File: config.mk
export PLATFORM = sky130hd
export DESIGN_NAME = adc_window_irq_status
export DESIGN_NICKNAME = d
export VERILOG_FILES = /design/src/core/adc_window_irq_status_pkg.sv /design/src/core/adc_window_irq_status.sv
export VERILOG_INCLUDE_DIRS = /design/src /design/src/core
export SDC_FILE = /design/constraint.sdc
export NUM_CORES = 1
export LEC_CHECK = 0
export ABC_CLOCK_PERIOD_IN_PS = 10490
export BUFFER_PORTS_ARGS = -buffer_cell sky130_fd_sc_hd__buf_2
export CAP_MARGIN = 20
export CORE_MARGIN = 2
export CORE_UTILIZATION = 55
export DETAILED_ROUTE_END_ITERATION = 12
export PLACE_DENSITY = 0.78
export SETUP_SLACK_MARGIN = 0.2
export SKIP_LAST_GASP = 1
export SLEW_MARGIN = 20
export SYNTH_ARGS = -nofsm -noshare
export SYNTH_HDL_FRONTEND = slang
export SYNTH_SLANG_ARGS = --single-unit
File: constraint.sdc
create_clock -name aclk -period 10.49 [get_ports aclk]
set_input_delay 0.5245 -clock aclk [delete_from_list [all_inputs] [get_ports aclk]]
set_output_delay 0.5245 -clock aclk [all_outputs]
set_load 0.01 [all_outputs]
File: src/core/adc_window_irq_status_defines.svh
`ifndef ADC_WINDOW_IRQ_STATUS_DEFINES_SVH
`define ADC_WINDOW_IRQ_STATUS_DEFINES_SVH

// ==========================================================================
// Register indices; the byte address is four times the index.
`define IDX_TIMEBASE_REF 6'h02
`define IDX_WINDOW_CTRL 6'h03
`define IDX_IRQ_ENABLE 6'h04
`define IDX_IRQ_FLAGS 6'h05
`define IDX_STATUS 6'h06
`define IDX_ACC_COUNT 6'h09
`define IDX_RESULT 6'h10
`define IDX_SAMPLE 6'h14
`define IDX_WIN_LOW 6'h1c
`define IDX_WIN_HIGH 6'h1e

// ==========================================================================
// Field positions.
`define TIMEBASE_MSB 7
`define TIMEBASE_LSB 3
`define REFERENCE_SELECT_MSB 2
`define REFERENCE_SELECT_LSB 0
`define REFERENCE_SELECT_INTERNAL_BIT 2
`define WINDOW_SOURCE_SELECT_BIT 3
`define WINDOW_COMPARE_MODE_MSB 2
`define WINDOW_COMPARE_MODE_LSB 0
`define ACC_COUNT_MSB 3
`define ACC_COUNT_LSB 0
`define STATUS_BUSY_BIT 0

// ==========================================================================
// Codes and reset values.
`define WINDOW_COMPARE_MODE_NONE 3'h0
`define WINDOW_COMPARE_MODE_BELOW 3'h1
`define WINDOW_COMPARE_MODE_ABOVE 3'h2
`define WINDOW_COMPARE_MODE_INSIDE 3'h3
`define WINDOW_COMPARE_MODE_OUTSIDE 3'h4
`define ACC_COUNT_MAX 4'ha
`define REG8_RESET 8'h00
`define REG16_RESET 16'h0000
`define RESP_OKAY 2'h0
`define RESP_SLVERR 2'h2

// ==========================================================================
// Times in microseconds, counted in timebase ticks.
`define REF_INIT_TIME_US 7'h3c
`define GUARD_TIME_US 7'h01

`endif

File: src/core/adc_window_irq_status_pkg.sv
package adc_window_irq_status_pkg;

  // ==========================================================================
  // Interrupt enable and flag layout, bit 5 down to bit 0.
  typedef struct packed {
    logic trigger_overrun;
    logic sample_overwrite;
    logic result_overwrite;
    logic window_match;
    logic sample_ready;
    logic result_ready;
  } irq_bits_t;

  // ==========================================================================
  // Sequencer states.
  typedef enum logic [1:0] {
    SEQ_IDLE,
    SEQ_SETTLE,
    SEQ_CONVERT
  } seq_state_t;

endpackage : adc_window_irq_status_pkg

File: src/core/adc_window_irq_status.sv
`timescale 1ns/1ps
`include "adc_window_irq_status_defines.svh"
module adc_window_irq_status
  import adc_window_irq_status_pkg::*;
#(
  parameter int ADDR_W = 8
) (
  // Clock and reset.
  input wire logic aclk,
  input wire logic aresetn,
  // AXI4-Lite write address and data.
  input wire logic [ADDR_W-1:0] s_axi_awaddr,
  input wire logic s_axi_awvalid,
  output logic s_axi_awready,
  input wire logic [31:0] s_axi_wdata,
  input wire logic [3:0] s_axi_wstrb,
  input wire logic s_axi_wvalid,
  output logic s_axi_wready,
  // AXI4-Lite write response.
  output logic [1:0] s_axi_bresp,
  output logic s_axi_bvalid,
  input wire logic s_axi_bready,
  // AXI4-Lite read.
  input wire logic [ADDR_W-1:0] s_axi_araddr,
  input wire logic s_axi_arvalid,
  output logic s_axi_arready,
  output logic [31:0] s_axi_rdata,
  output logic [1:0] s_axi_rresp,
  output logic s_axi_rvalid,
  input wire logic s_axi_rready,
  // Converter core.
  input wire logic start_trigger,
  input wire logic sample_valid,
  input wire logic [15:0] sample_data,
  output logic conv_start,
  output logic [2:0] reference_select,
  output logic converter_busy,
  output logic irq
);

  // ==========================================================================
  // Helpers.
  function automatic logic [5:0] reg_index(input logic [ADDR_W-1:0] addr);
    reg_index = 6'(addr[ADDR_W-1:2]);
  endfunction : reg_index

  function automatic logic is_mapped(input logic [5:0] idx);
    is_mapped = (idx == `IDX_TIMEBASE_REF) || (idx == `IDX_WINDOW_CTRL) || (idx == `IDX_IRQ_ENABLE) ||
                (idx == `IDX_IRQ_FLAGS) || (idx == `IDX_STATUS) || (idx == `IDX_ACC_COUNT) ||
                (idx == `IDX_RESULT) || (idx == `IDX_SAMPLE) || (idx == `IDX_WIN_LOW) ||
                (idx == `IDX_WIN_HIGH);
  endfunction : is_mapped

  function automatic logic win_hit(input logic [2:0] mode, input logic [15:0] v,
                                   input logic [15:0] lo, input logic [15:0] hi);
    case (mode)
      `WINDOW_COMPARE_MODE_BELOW: win_hit = v < lo;
      `WINDOW_COMPARE_MODE_ABOVE: win_hit = v > hi;
      `WINDOW_COMPARE_MODE_INSIDE: win_hit = (v > lo) && (v < hi);
      `WINDOW_COMPARE_MODE_OUTSIDE: win_hit = (v < lo) || (v > hi);
      default: win_hit = 1'b0;
    endcase
  endfunction : win_hit

  // Reserved counts above the largest documented one are treated as the largest.
  function automatic logic [10:0] acc_target(input logic [3:0] n);
    logic [3:0] k;
    k = (n > `ACC_COUNT_MAX) ? `ACC_COUNT_MAX : n;
    acc_target = 11'h001 << k;
  endfunction : acc_target

  // ==========================================================================
  // Registers.
  logic [7:0] timebase_ref_reg;
  logic [7:0] window_ctrl_reg;
  logic [3:0] acc_count_reg;
  logic [15:0] win_low_reg;
  logic [15:0] win_high_reg;
  irq_bits_t irq_enable_reg;
  irq_bits_t irq_flags_reg;
  irq_bits_t irq_flags_next;
  irq_bits_t flag_set;
  irq_bits_t flag_clr;
  logic [31:0] result_reg;
  logic [15:0] sample_reg;
  logic [31:0] acc_sum_reg;
  logic [10:0] acc_cnt_reg;
  logic result_unread_reg;
  logic sample_unread_reg;
  logic [4:0] us_div_reg;
  logic [6:0] settle_us_reg;
  seq_state_t state_reg;

  logic [ADDR_W-1:0] awaddr_reg;
  logic [31:0] wdata_reg;
  logic [3:0] wstrb_reg;
  logic wr_go;
  logic [5:0] wr_idx;
  logic rd_go;
  logic [5:0] rd_idx;
  logic us_tick;
  logic settled;
  logic sample_done;
  logic acc_last;
  logic [31:0] acc_new;
  logic [15:0] win_value;
  logic [31:0] rd_value;

  assign wr_go = !s_axi_awready && !s_axi_wready && !s_axi_bvalid;
  assign wr_idx = reg_index(awaddr_reg);
  assign rd_go = s_axi_arvalid && s_axi_arready;
  assign rd_idx = reg_index(s_axi_araddr);

  // ==========================================================================
  // Write channel: address and data are taken in either order.
  always_ff @(posedge aclk) begin
    if (!aresetn) begin
      s_axi_awready <= 1'b1;
      awaddr_reg <= '0;
    end else if (s_axi_awvalid && s_axi_awready) begin
      s_axi_awready <= 1'b0;
      awaddr_reg <= s_axi_awaddr;
    end else if (s_axi_bvalid && s_axi_bready) begin
      s_axi_awready <= 1'b1;
    end
  end

  always_ff @(posedge aclk) begin
    if (!aresetn) begin
      s_axi_wready <= 1'b1;
      wdata_reg <= '0;
      wstrb_reg <= '0;
    end else if (s_axi_wvalid && s_axi_wready) begin
      s_axi_wready <= 1'b0;
      wdata_reg <= s_axi_wdata;
      wstrb_reg <= s_axi_wstrb;
    end else if (s_axi_bvalid && s_axi_bready) begin
      s_axi_wready <= 1'b1;
    end
  end

  always_ff @(posedge aclk) begin
    if (!aresetn) begin
      s_axi_bvalid <= 1'b0;
      s_axi_bresp <= `RESP_OKAY;
    end else if (wr_go) begin
      s_axi_bvalid <= 1'b1;
      s_axi_bresp <= is_mapped(wr_idx) ? `RESP_OKAY : `RESP_SLVERR;
    end else if (s_axi_bready) begin
      s_axi_bvalid <= 1'b0;
    end
  end

  // ==========================================================================
  // Configuration registers.
  always_ff @(posedge aclk) begin
    if (!aresetn) begin
      timebase_ref_reg <= `REG8_RESET;
      window_ctrl_reg <= `REG8_RESET;
      acc_count_reg <= '0;
      irq_enable_reg <= '0;
    end else if (wr_go && wstrb_reg[0]) begin
      case (wr_idx)
        `IDX_TIMEBASE_REF: timebase_ref_reg <= wdata_reg[7:0];
        `IDX_WINDOW_CTRL: window_ctrl_reg <= {4'h0, wdata_reg[`WINDOW_SOURCE_SELECT_BIT:`WINDOW_COMPARE_MODE_LSB]};
        `IDX_ACC_COUNT: acc_count_reg <= wdata_reg[`ACC_COUNT_MSB:`ACC_COUNT_LSB];
        `IDX_IRQ_ENABLE: irq_enable_reg <= irq_bits_t'(wdata_reg[5:0]);
        default: ;
      endcase
    end
  end

  always_ff @(posedge aclk) begin
    if (!aresetn) begin
      win_low_reg <= `REG16_RESET;
      win_high_reg <= `REG16_RESET;
    end else if (wr_go) begin
      for (int b = 0; b < 2; b++) begin
        if (wstrb_reg[b] && wr_idx == `IDX_WIN_LOW) begin
          win_low_reg[b*8 +: 8] <= wdata_reg[b*8 +: 8];
        end
        if (wstrb_reg[b] && wr_idx == `IDX_WIN_HIGH) begin
          win_high_reg[b*8 +: 8] <= wdata_reg[b*8 +: 8];
        end
      end
    end
  end

  assign reference_select = timebase_ref_reg[`REFERENCE_SELECT_MSB:`REFERENCE_SELECT_LSB];

  // ==========================================================================
  // Microsecond timebase and settling delays.
  // The divider restarts on every reference change so the first period is whole.
  logic ref_change;
  assign ref_change = wr_go && wstrb_reg[0] && wr_idx == `IDX_TIMEBASE_REF &&
                      wdata_reg[`REFERENCE_SELECT_MSB:`REFERENCE_SELECT_LSB] != timebase_ref_reg[`REFERENCE_SELECT_MSB:`REFERENCE_SELECT_LSB];
  assign us_tick = us_div_reg == timebase_ref_reg[`TIMEBASE_MSB:`TIMEBASE_LSB];
  assign settled = settle_us_reg == '0;

  always_ff @(posedge aclk) begin
    if (!aresetn || ref_change || us_tick) begin
      us_div_reg <= '0;
    end else begin
      us_div_reg <= us_div_reg + 5'h01;
    end
  end

  always_ff @(posedge aclk) begin
    if (!aresetn) begin
      settle_us_reg <= '0;
    end else if (ref_change) begin
      settle_us_reg <= wdata_reg[`REFERENCE_SELECT_INTERNAL_BIT] ? `REF_INIT_TIME_US : `GUARD_TIME_US;
    end else if (us_tick && !settled) begin
      settle_us_reg <= settle_us_reg - 7'h01;
    end
  end

  // ==========================================================================
  // Conversion sequencer with accumulation.
  assign sample_done = state_reg == SEQ_CONVERT && sample_valid;
  assign acc_last = acc_cnt_reg + 11'h001 >= acc_target(acc_count_reg);
  assign acc_new = (acc_cnt_reg == '0) ? {16'h0000, sample_data} : acc_sum_reg + {16'h0000, sample_data};

  // A trigger is held through settling; only one waiting start is remembered.
  always_ff @(posedge aclk) begin
    if (!aresetn) begin
      state_reg <= SEQ_IDLE;
      conv_start <= 1'b0;
      acc_cnt_reg <= '0;
      acc_sum_reg <= '0;
    end else begin
      conv_start <= 1'b0;
      case (state_reg)
        SEQ_IDLE: begin
          if (start_trigger) begin
            state_reg <= SEQ_SETTLE;
          end
        end
        SEQ_SETTLE: begin
          if (settled && !ref_change) begin
            state_reg <= SEQ_CONVERT;
            conv_start <= 1'b1;
            acc_cnt_reg <= '0;
          end
        end
        SEQ_CONVERT: begin
          if (sample_valid) begin
            acc_sum_reg <= acc_new;
            if (acc_last) begin
              state_reg <= SEQ_IDLE;
            end else begin
              acc_cnt_reg <= acc_cnt_reg + 11'h001;
              conv_start <= 1'b1;
            end
          end
        end
        default: state_reg <= SEQ_IDLE;
      endcase
    end
  end

  always_ff @(posedge aclk) begin
    if (!aresetn) begin
      converter_busy <= 1'b0;
    end else begin
      converter_busy <= (state_reg != SEQ_IDLE) || !settled || start_trigger;
    end
  end

  // ==========================================================================
  // Sample and result registers with unread tracking.
  always_ff @(posedge aclk) begin
    if (!aresetn) begin
      sample_reg <= `REG16_RESET;
      sample_unread_reg <= 1'b0;
    end else if (sample_done) begin
      sample_reg <= sample_data;
      sample_unread_reg <= 1'b1;
    end else if (rd_go && rd_idx == `IDX_SAMPLE) begin
      sample_unread_reg <= 1'b0;
    end
  end

  always_ff @(posedge aclk) begin
    if (!aresetn) begin
      result_reg <= '0;
      result_unread_reg <= 1'b0;
    end else if (sample_done && acc_last) begin
      result_reg <= acc_new;
      result_unread_reg <= 1'b1;
    end else if (rd_go && rd_idx == `IDX_RESULT) begin
      result_unread_reg <= 1'b0;
    end
  end

  // ==========================================================================
  // Interrupt flags: a set in the same cycle as a clear wins.
  // With the sample source the window is judged on each sample; otherwise on each result.
  assign win_value = window_ctrl_reg[`WINDOW_SOURCE_SELECT_BIT] ? sample_data : acc_new[15:0];

  always_comb begin
    flag_set = '0;
    flag_set.trigger_overrun = start_trigger && state_reg == SEQ_CONVERT;
    flag_set.sample_overwrite = sample_done && sample_unread_reg;
    flag_set.result_overwrite = sample_done && acc_last && result_unread_reg;
    flag_set.window_match = sample_done && (acc_last || window_ctrl_reg[`WINDOW_SOURCE_SELECT_BIT]) &&
                            win_hit(window_ctrl_reg[`WINDOW_COMPARE_MODE_MSB:`WINDOW_COMPARE_MODE_LSB], win_value,
                                    win_low_reg, win_high_reg);
    flag_set.sample_ready = sample_done;
    flag_set.result_ready = sample_done && acc_last;
    flag_clr = '0;
    if (wr_go && wstrb_reg[0] && wr_idx == `IDX_IRQ_FLAGS) begin
      flag_clr = irq_bits_t'(wdata_reg[5:0]);
    end
    if (rd_go && rd_idx == `IDX_SAMPLE) begin
      flag_clr.sample_ready = 1'b1;
    end
    if (rd_go && rd_idx == `IDX_RESULT) begin
      flag_clr.result_ready = 1'b1;
    end
    irq_flags_next = (irq_flags_reg & ~flag_clr) | flag_set;
  end

  always_ff @(posedge aclk) begin
    if (!aresetn) begin
      irq_flags_reg <= '0;
    end else begin
      irq_flags_reg <= irq_flags_next;
    end
  end

  always_ff @(posedge aclk) begin
    if (!aresetn) begin
      irq <= 1'b0;
    end else begin
      irq <= |(irq_flags_next & irq_enable_reg);
    end
  end

  // ==========================================================================
  // Read channel.
  always_comb begin
    case (rd_idx)
      `IDX_TIMEBASE_REF: rd_value = {24'h0, timebase_ref_reg};
      `IDX_WINDOW_CTRL: rd_value = {24'h0, window_ctrl_reg};
      `IDX_IRQ_ENABLE: rd_value = {26'h0, irq_enable_reg};
      `IDX_IRQ_FLAGS: rd_value = {26'h0, irq_flags_reg};
      `IDX_STATUS: rd_value = {31'h0, converter_busy};
      `IDX_ACC_COUNT: rd_value = {28'h0, acc_count_reg};
      `IDX_RESULT: rd_value = result_reg;
      `IDX_SAMPLE: rd_value = {16'h0, sample_reg};
      `IDX_WIN_LOW: rd_value = {16'h0, win_low_reg};
      `IDX_WIN_HIGH: rd_value = {16'h0, win_high_reg};
      default: rd_value = '0;
    endcase
  end

  always_ff @(posedge aclk) begin
    if (!aresetn) begin
      s_axi_arready <= 1'b1;
      s_axi_rvalid <= 1'b0;
      s_axi_rdata <= '0;
      s_axi_rresp <= `RESP_OKAY;
    end else if (rd_go) begin
      s_axi_arready <= 1'b0;
      s_axi_rvalid <= 1'b1;
      s_axi_rdata <= rd_value;
      s_axi_rresp <= is_mapped(rd_idx) ? `RESP_OKAY : `RESP_SLVERR;
    end else if (s_axi_rvalid && s_axi_rready) begin
      s_axi_arready <= 1'b1;
      s_axi_rvalid <= 1'b0;
    end
  end

endmodule : adc_window_irq_status

* Yosys cells after proc, flatten, opt, wreduce, memory -nomap -nowiden
Cells that the tools add are included.
** Cells by class
- Bitwise gates (word level) :: 4
- Add/subtract/negate cells :: 4
- $lt $le $gt $ge :: 6
- Shift-type cells :: 1
- Equal/unequal tests :: 33
- Reduce and logical (&&, ||, !) cells :: 81
- Mux-type cells :: 39
** Operators by type and width (number)
- $pmux 32 s10 :: 1
- $eq 6x5->1 const B :: 8
- $eq 6x3->1 const B :: 6
- $mux 11 :: 3
- $add 32x16->32 :: 1
- $gt 16x16->1 :: 2
- $lt 16x16->1 :: 2
- $mux 32 :: 1
- $logic_and 1x1->1 :: 27
- $eq 6x2->1 const B :: 4
- $logic_or 1x1->1 :: 24
- $pmux 11 s2 :: 1
- $mux 1 :: 18
- $reduce_and 2->1 :: 9
- $reduce_bool 2->1 :: 9
- $mux 16 :: 1
- $mux 7 :: 2
- $and 6x6->6 :: 2
- $eq 6x4->1 const B :: 2
- $mux 2 :: 6
- $mux 6 :: 2
- $add 11x1->11 const B :: 1
- $ge 11x11->1 :: 1
- $logic_not 11->1 :: 1
- 23 further kinds :: 34
** Storage, ports and cells
- Bits in registers :: 237
- Output and inout port bits :: 47

* Logic depth before layout (Yosys ltp)
- Depth in word-level cells :: 12
- Mapped depth :: 17
- Gate-level depth less buffers :: 17

* Least setup slack after synthesis
No wires, ideal clock.
- Kind :: input to register
- From :: input port sample_data[0]
- To :: register irq
- Data arrival time :: 4.283 ns
- Slack :: 6.139 ns
- Setup time :: 0.069 ns
- Buffers on the path :: 0
- Stages on the path :: 16
- Cell sequence :: ha_1 fa_1 a211oi_1 o21ai_0 a31o_2 a31oi_1 xnor2_1 a21oi_1 mux2i_1 ha_1 nand4_1 nor4_1 a211o_1 or4b_2 and3_1 o21ai_1
** Between the ends
- Word-level cells in the longest chain between the ends :: 10
- Elaborated cells on any way between the ends :: 14
- Those cells by class :: add/sub: 1; order compare: 4; mux: 3; bitwise: 2; reduce/logical: 4
** Ends and longest elaborated chain
- start: declaration :: RTL line adc_window_irq_status.sv:34 : input wire logic [15:0] sample_data,
- $add 32x16->32 :: RTL line adc_window_irq_status.sv:222 : assign acc_new = (acc_cnt_reg == '0) ? {16'h0000, sample_data} : acc_sum_reg + {16'h0000, sample_data};
- $mux 32 :: RTL line adc_window_irq_status.sv:222
- $mux 16 * :: RTL line adc_window_irq_status.sv:299 : assign win_value = window_ctrl_reg[`WINDOW_SOURCE_SELECT_BIT] ? sample_data : acc_new[15:0];
- $lt 16x16->1, or another cell as far along :: RTL line adc_window_irq_status.sv:57, adc_window_irq_status.sv:60
- $logic_or 1x1->1 or $logic_and 1x1->1 (tied branches) :: RTL line adc_window_irq_status.sv:60, adc_window_irq_status.sv:59
- $pmux 1 s4 * :: RTL line adc_window_irq_status.sv:56 : case (mode)
- $logic_and 1x1->1 * :: RTL line adc_window_irq_status.sv:306 : flag_set.window_match = sample_done && (acc_last || window_ctrl_reg[`WINDOW_SOURCE_SELECT_BIT]) &&
- $or 6x6->6 * :: RTL line adc_window_irq_status.sv:321 : irq_flags_next = (irq_flags_reg & ~flag_clr) | flag_set;
- $and 6x6->6 * :: RTL line adc_window_irq_status.sv:336 : irq <= |(irq_flags_next & irq_enable_reg);
- $reduce_or 6->1 * :: RTL line adc_window_irq_status.sv:336
- end signal: assignment :: RTL line adc_window_irq_status.sv:336
- end: declaration :: RTL line adc_window_irq_status.sv:38 : output logic irq
Mark *: on every way between the ends. The rest lies on a longest branch, timed or not.
A chain may end at the register's enable or synchronous reset.

* Final worst setup path
- From :: register acc_sum_reg[0]
- To :: register irq
** Between the ends
- Word-level cells in the longest chain between the ends :: 10
- Elaborated cells on any way between the ends :: 14
- Those cells by class :: add/sub: 1; order compare: 4; mux: 3; bitwise: 2; reduce/logical: 4
** Ends and longest elaborated chain
- start: declaration :: RTL line adc_window_irq_status.sv:86 : logic [31:0] acc_sum_reg;
- start signal: assignment :: RTL line adc_window_irq_status.sv:248 : acc_sum_reg <= acc_new;
- $add 32x16->32 * :: RTL line adc_window_irq_status.sv:222
- $mux 32 * :: RTL line adc_window_irq_status.sv:222
- $mux 16 * :: RTL line adc_window_irq_status.sv:299
- $lt 16x16->1, or another cell as far along :: RTL line adc_window_irq_status.sv:57, adc_window_irq_status.sv:60
- $logic_or 1x1->1 or $logic_and 1x1->1 (tied branches) :: RTL line adc_window_irq_status.sv:60, adc_window_irq_status.sv:59
- $pmux 1 s4 * :: RTL line adc_window_irq_status.sv:56
- $logic_and 1x1->1 * :: RTL line adc_window_irq_status.sv:306
- $or 6x6->6 * :: RTL line adc_window_irq_status.sv:321
- $and 6x6->6 * :: RTL line adc_window_irq_status.sv:336
- $reduce_or 6->1 * :: RTL line adc_window_irq_status.sv:336
Marked as above.

==> reports/qor.txt <==
Via density -> 6.04
CTS clk-pin slew, worst paths -> 0.06 ns
TritonCTS buffer count -> 25
TNS Setup -> 0 ns
Worst endpoint required time -> 10.93 ns
Initial antenna violation count -> 1
CTS hold repair buffers -> 0
Post-synthesis sequential area ratio -> 37.7%
Tot GR Track Use -> 26.9%
Fillers -> 1948
Area of the mapped netlist -> 12400 um^2
Sw Pwr -> 641 uW
Internal -> 1.60 mW
Initial core utilization -> 56.3%
Vias in the first global route -> 10500
Top FF cell, synth -> dfxtp_1
Cells along the critical path -> ha_1 > fa_1 > a211oi_1 > o21ai_0 > a31o_2 > a31oi_1 > xnor2_1 > a21oi_1 > mux2i_1 > ha_1 > nand4_1 > nor4_1 > a211o_1 > or4b_2 > and3_1 > o21ai_1
Unrepaired setup endpoints after global routing -> false
Total Power -> 2.24 mW
Pre-CTS WS -> 5.37 ns
Seq pwr share -> 43.1%
CP endpoint kind -> register
Die area -> 23700 um^2
Max clock buf depth -> 3
Syn. warnings -> 0
Comb pwr share -> 16.6%
Final WS setup -> 5.62 ns
Clk_lat worst skew -> 0.53 ns
Max Transition Viols Final -> 0
Largest net degree at the start of global routing -> 99
P&R area growth vs syn -> 11.6%
DRT Wirelength -> 32700 um
Core area -> 22000 um^2
Worst Max-Slew Pin Slew -> 0.986 ns
Final min period -> 4.87 ns
Die Width -> 154 um
CTS tree -> built
Average wire per standard cell -> 17.5 um
Worst min path class -> input port to register
Cts repair resizes -> 0
Layout cells sized above 1 -> 11.7%
I/O pins -> 124
Cell area after layout -> 13800 um^2
Fmax -> 205 MHz
I/O Buffers -> 99
Most frequent CP cell -> ha_1
Antenna Violating Nets Remaining -> 0
Routability Congestion -> 0.908
Final setup fails -> 0
Syn_area_per_cell -> 8.07 um^2
Crit path kind -> register to register
Post-CTS setup buffers -> 0
Syn Inst Count -> 1532
Final HPWL from detailed placement -> 22600 um
Root buffer cell -> clkbuf_16
DP Area -> 12900 um^2
Number of buffers and inverters on the critical path -> 0
Cell with the most instances after synthesis -> dfxtp_1
Clock skew -> 0.0146 ns
Std cell rows -> 54
Max_cap viols -> 0
Htree depth -> 1
Cell Pwr Density -> 162 nW/um^2
Synth area leaders -> dfxtp_1, ha_1, nand2_1
DRT Pass-1 Iters -> 6
Crit start category -> register
Iteration-0 DRC Markers -> 855
Final hold violations -> 0
Peak supply drop -> 132 uV
Max_slew headroom -> 33.7%
Final #Nets -> 1721
Slowest library cell on the worst path -> or4b_2
Die height -> 154 um
Critical path peak fanout -> 4
Status -> completed
Seq cells post-synth -> 233
Pleak -> 5.34 nW
Residual DRC -> 0
Commonest cells in the netlist -> dfxtp_1, nand2_1, nor2_1, a21oi_1
Sink Count -> 233
Synth cell types -> 75
Remaining Overflow, GRT -> 0
CP delay by family, top -> compound AO/OA/AOI/OAI gates
Number of synthesized flops with an enable pin -> 0
Sw Share -> 28.7%
Clk network pwr share -> 40.3%
Ys async rst share -> 0%
Critical Path AT -> 5.31 ns
Period utilization -> 46.4%
Top-area cell type share of the netlist area -> 37.7%
Fin util -> 62.8%
Via count -> 11300
Post-synth top area cell -> dfxtp_1
Crit path largest cell delay -> 0.57 ns
Global-route wire length before repair -> 53200 um
final timing paths:
check,slack [ns],end,cells after the start,from
max,5.62,irq$_SDFF_PN0_,16,acc_sum_reg[0]$_SDFFE_PN0P_
min,0.23,wdata_reg[12]$_SDFFE_PN0P_,3,s_axi_wdata[12]
max reg2reg,5.62,irq$_SDFF_PN0_,16,acc_sum_reg[0]$_SDFFE_PN0P_
min reg2reg,0.45,s_axi_rdata[21]$_SDFFE_PN0P_,2,s_axi_rdata[21]$_SDFFE_PN0P_
placed cells by master, fill, tap and decap left out, types with 7 or more instances in the layout:
master,synthesis,routed
clkbuf_16,0,25
nor3_1,22,20
nand4_1,23,23
nand2b_1,12,12
nor4_1,14,14
inv_1,52,52
a211oi_1,18,18
a21boi_0,7,7
nand2_1,216,216
a21o_1,13,13
dfxtp_1,233,233
a22oi_1,48,48
xnor2_1,27,27
nor2_1,151,150
buf_4,6,15
and3_1,12,12
mux2_2,9,9
nand3_1,78,78
o22ai_1,19,19
nor2b_1,8,8
o211ai_1,7,7
mux2i_1,58,58
and2_1,10,10
a21oi_1,141,141
xor2_1,29,29
a31oi_1,8,8
o21ai_0,49,49
ha_1,67,67
buf_2,1,99
worst min-delay path, delay by kind of cell:
family	cells	cell delay [ns]
AND/OR/NAND/NOR	1	0.05
AO/OA/AOI/OAI	1	0.05
buffers and inverters	1	0.10
kinds of logic (layout without fill, tap and decap cells):
kind of cell | count (synthesis) | count (layout) | share of synthesized area [%]
xor+xnor | 56 | 56 | 3.97
mux | 67 | 67 | 5.51
fa+ha+maj | 68 | 68 | 6.94
flops | 233 | 233 | 37.7
compound gates | 373 | 373 | 19.3
buf+inv | 152 | 212 | 4.93
simple gates | 582 | 582 | 21.6
other cells | 1 | 3 | 0.0303
power by group through the flow:
stage | combinational, mW | sequential (mW) | clock, mW
6_report | 0.372 | 0.965 | 0.901
5_1_grt | 0.416 | 0.969 | 0.948
4_1_cts | 0.368 | 0.964 | 0.915
3_5_place_dp | 0.364 | 0.983 | 0
3_3_place_gp | 0.353 | 0.981 | 0
2_1_floorplan | 0.278 | 0.970 | 0
area by class of cell:
class	count	area, um^2	area share [%]
Antenna cell	1	2.50	0.0181
Clock buffer	30	674	4.89
Clock inverter	14	165	1.20
Inverter	54	205	1.49
Multi-Input combinational cell	1148	7120	51.6
Sequential cell	233	4660	33.8
Tap cell	280	350	2.54
Timing Repair Buffer	114	608	4.41
per-layer routing:
layer  GRT usage (%)  part of all wire (%)  vias up
li1                -                     -     5529
met1            36.0                    44     5327
met2            44.7                    46      393
met3            2.76                   5.9       77
met4            10.9                   3.8        0
met5               0                     0        -
per-stage QoR:
step,cells,hold slack (ns)
after floorplan,1533,0.429
after global placement,1828,0.435
after detailed placement,1828,0.442
after CTS,1872,0.221
after global routing,1874,0.234
final,1874,0.233
(Power assumes the default switching activity.)
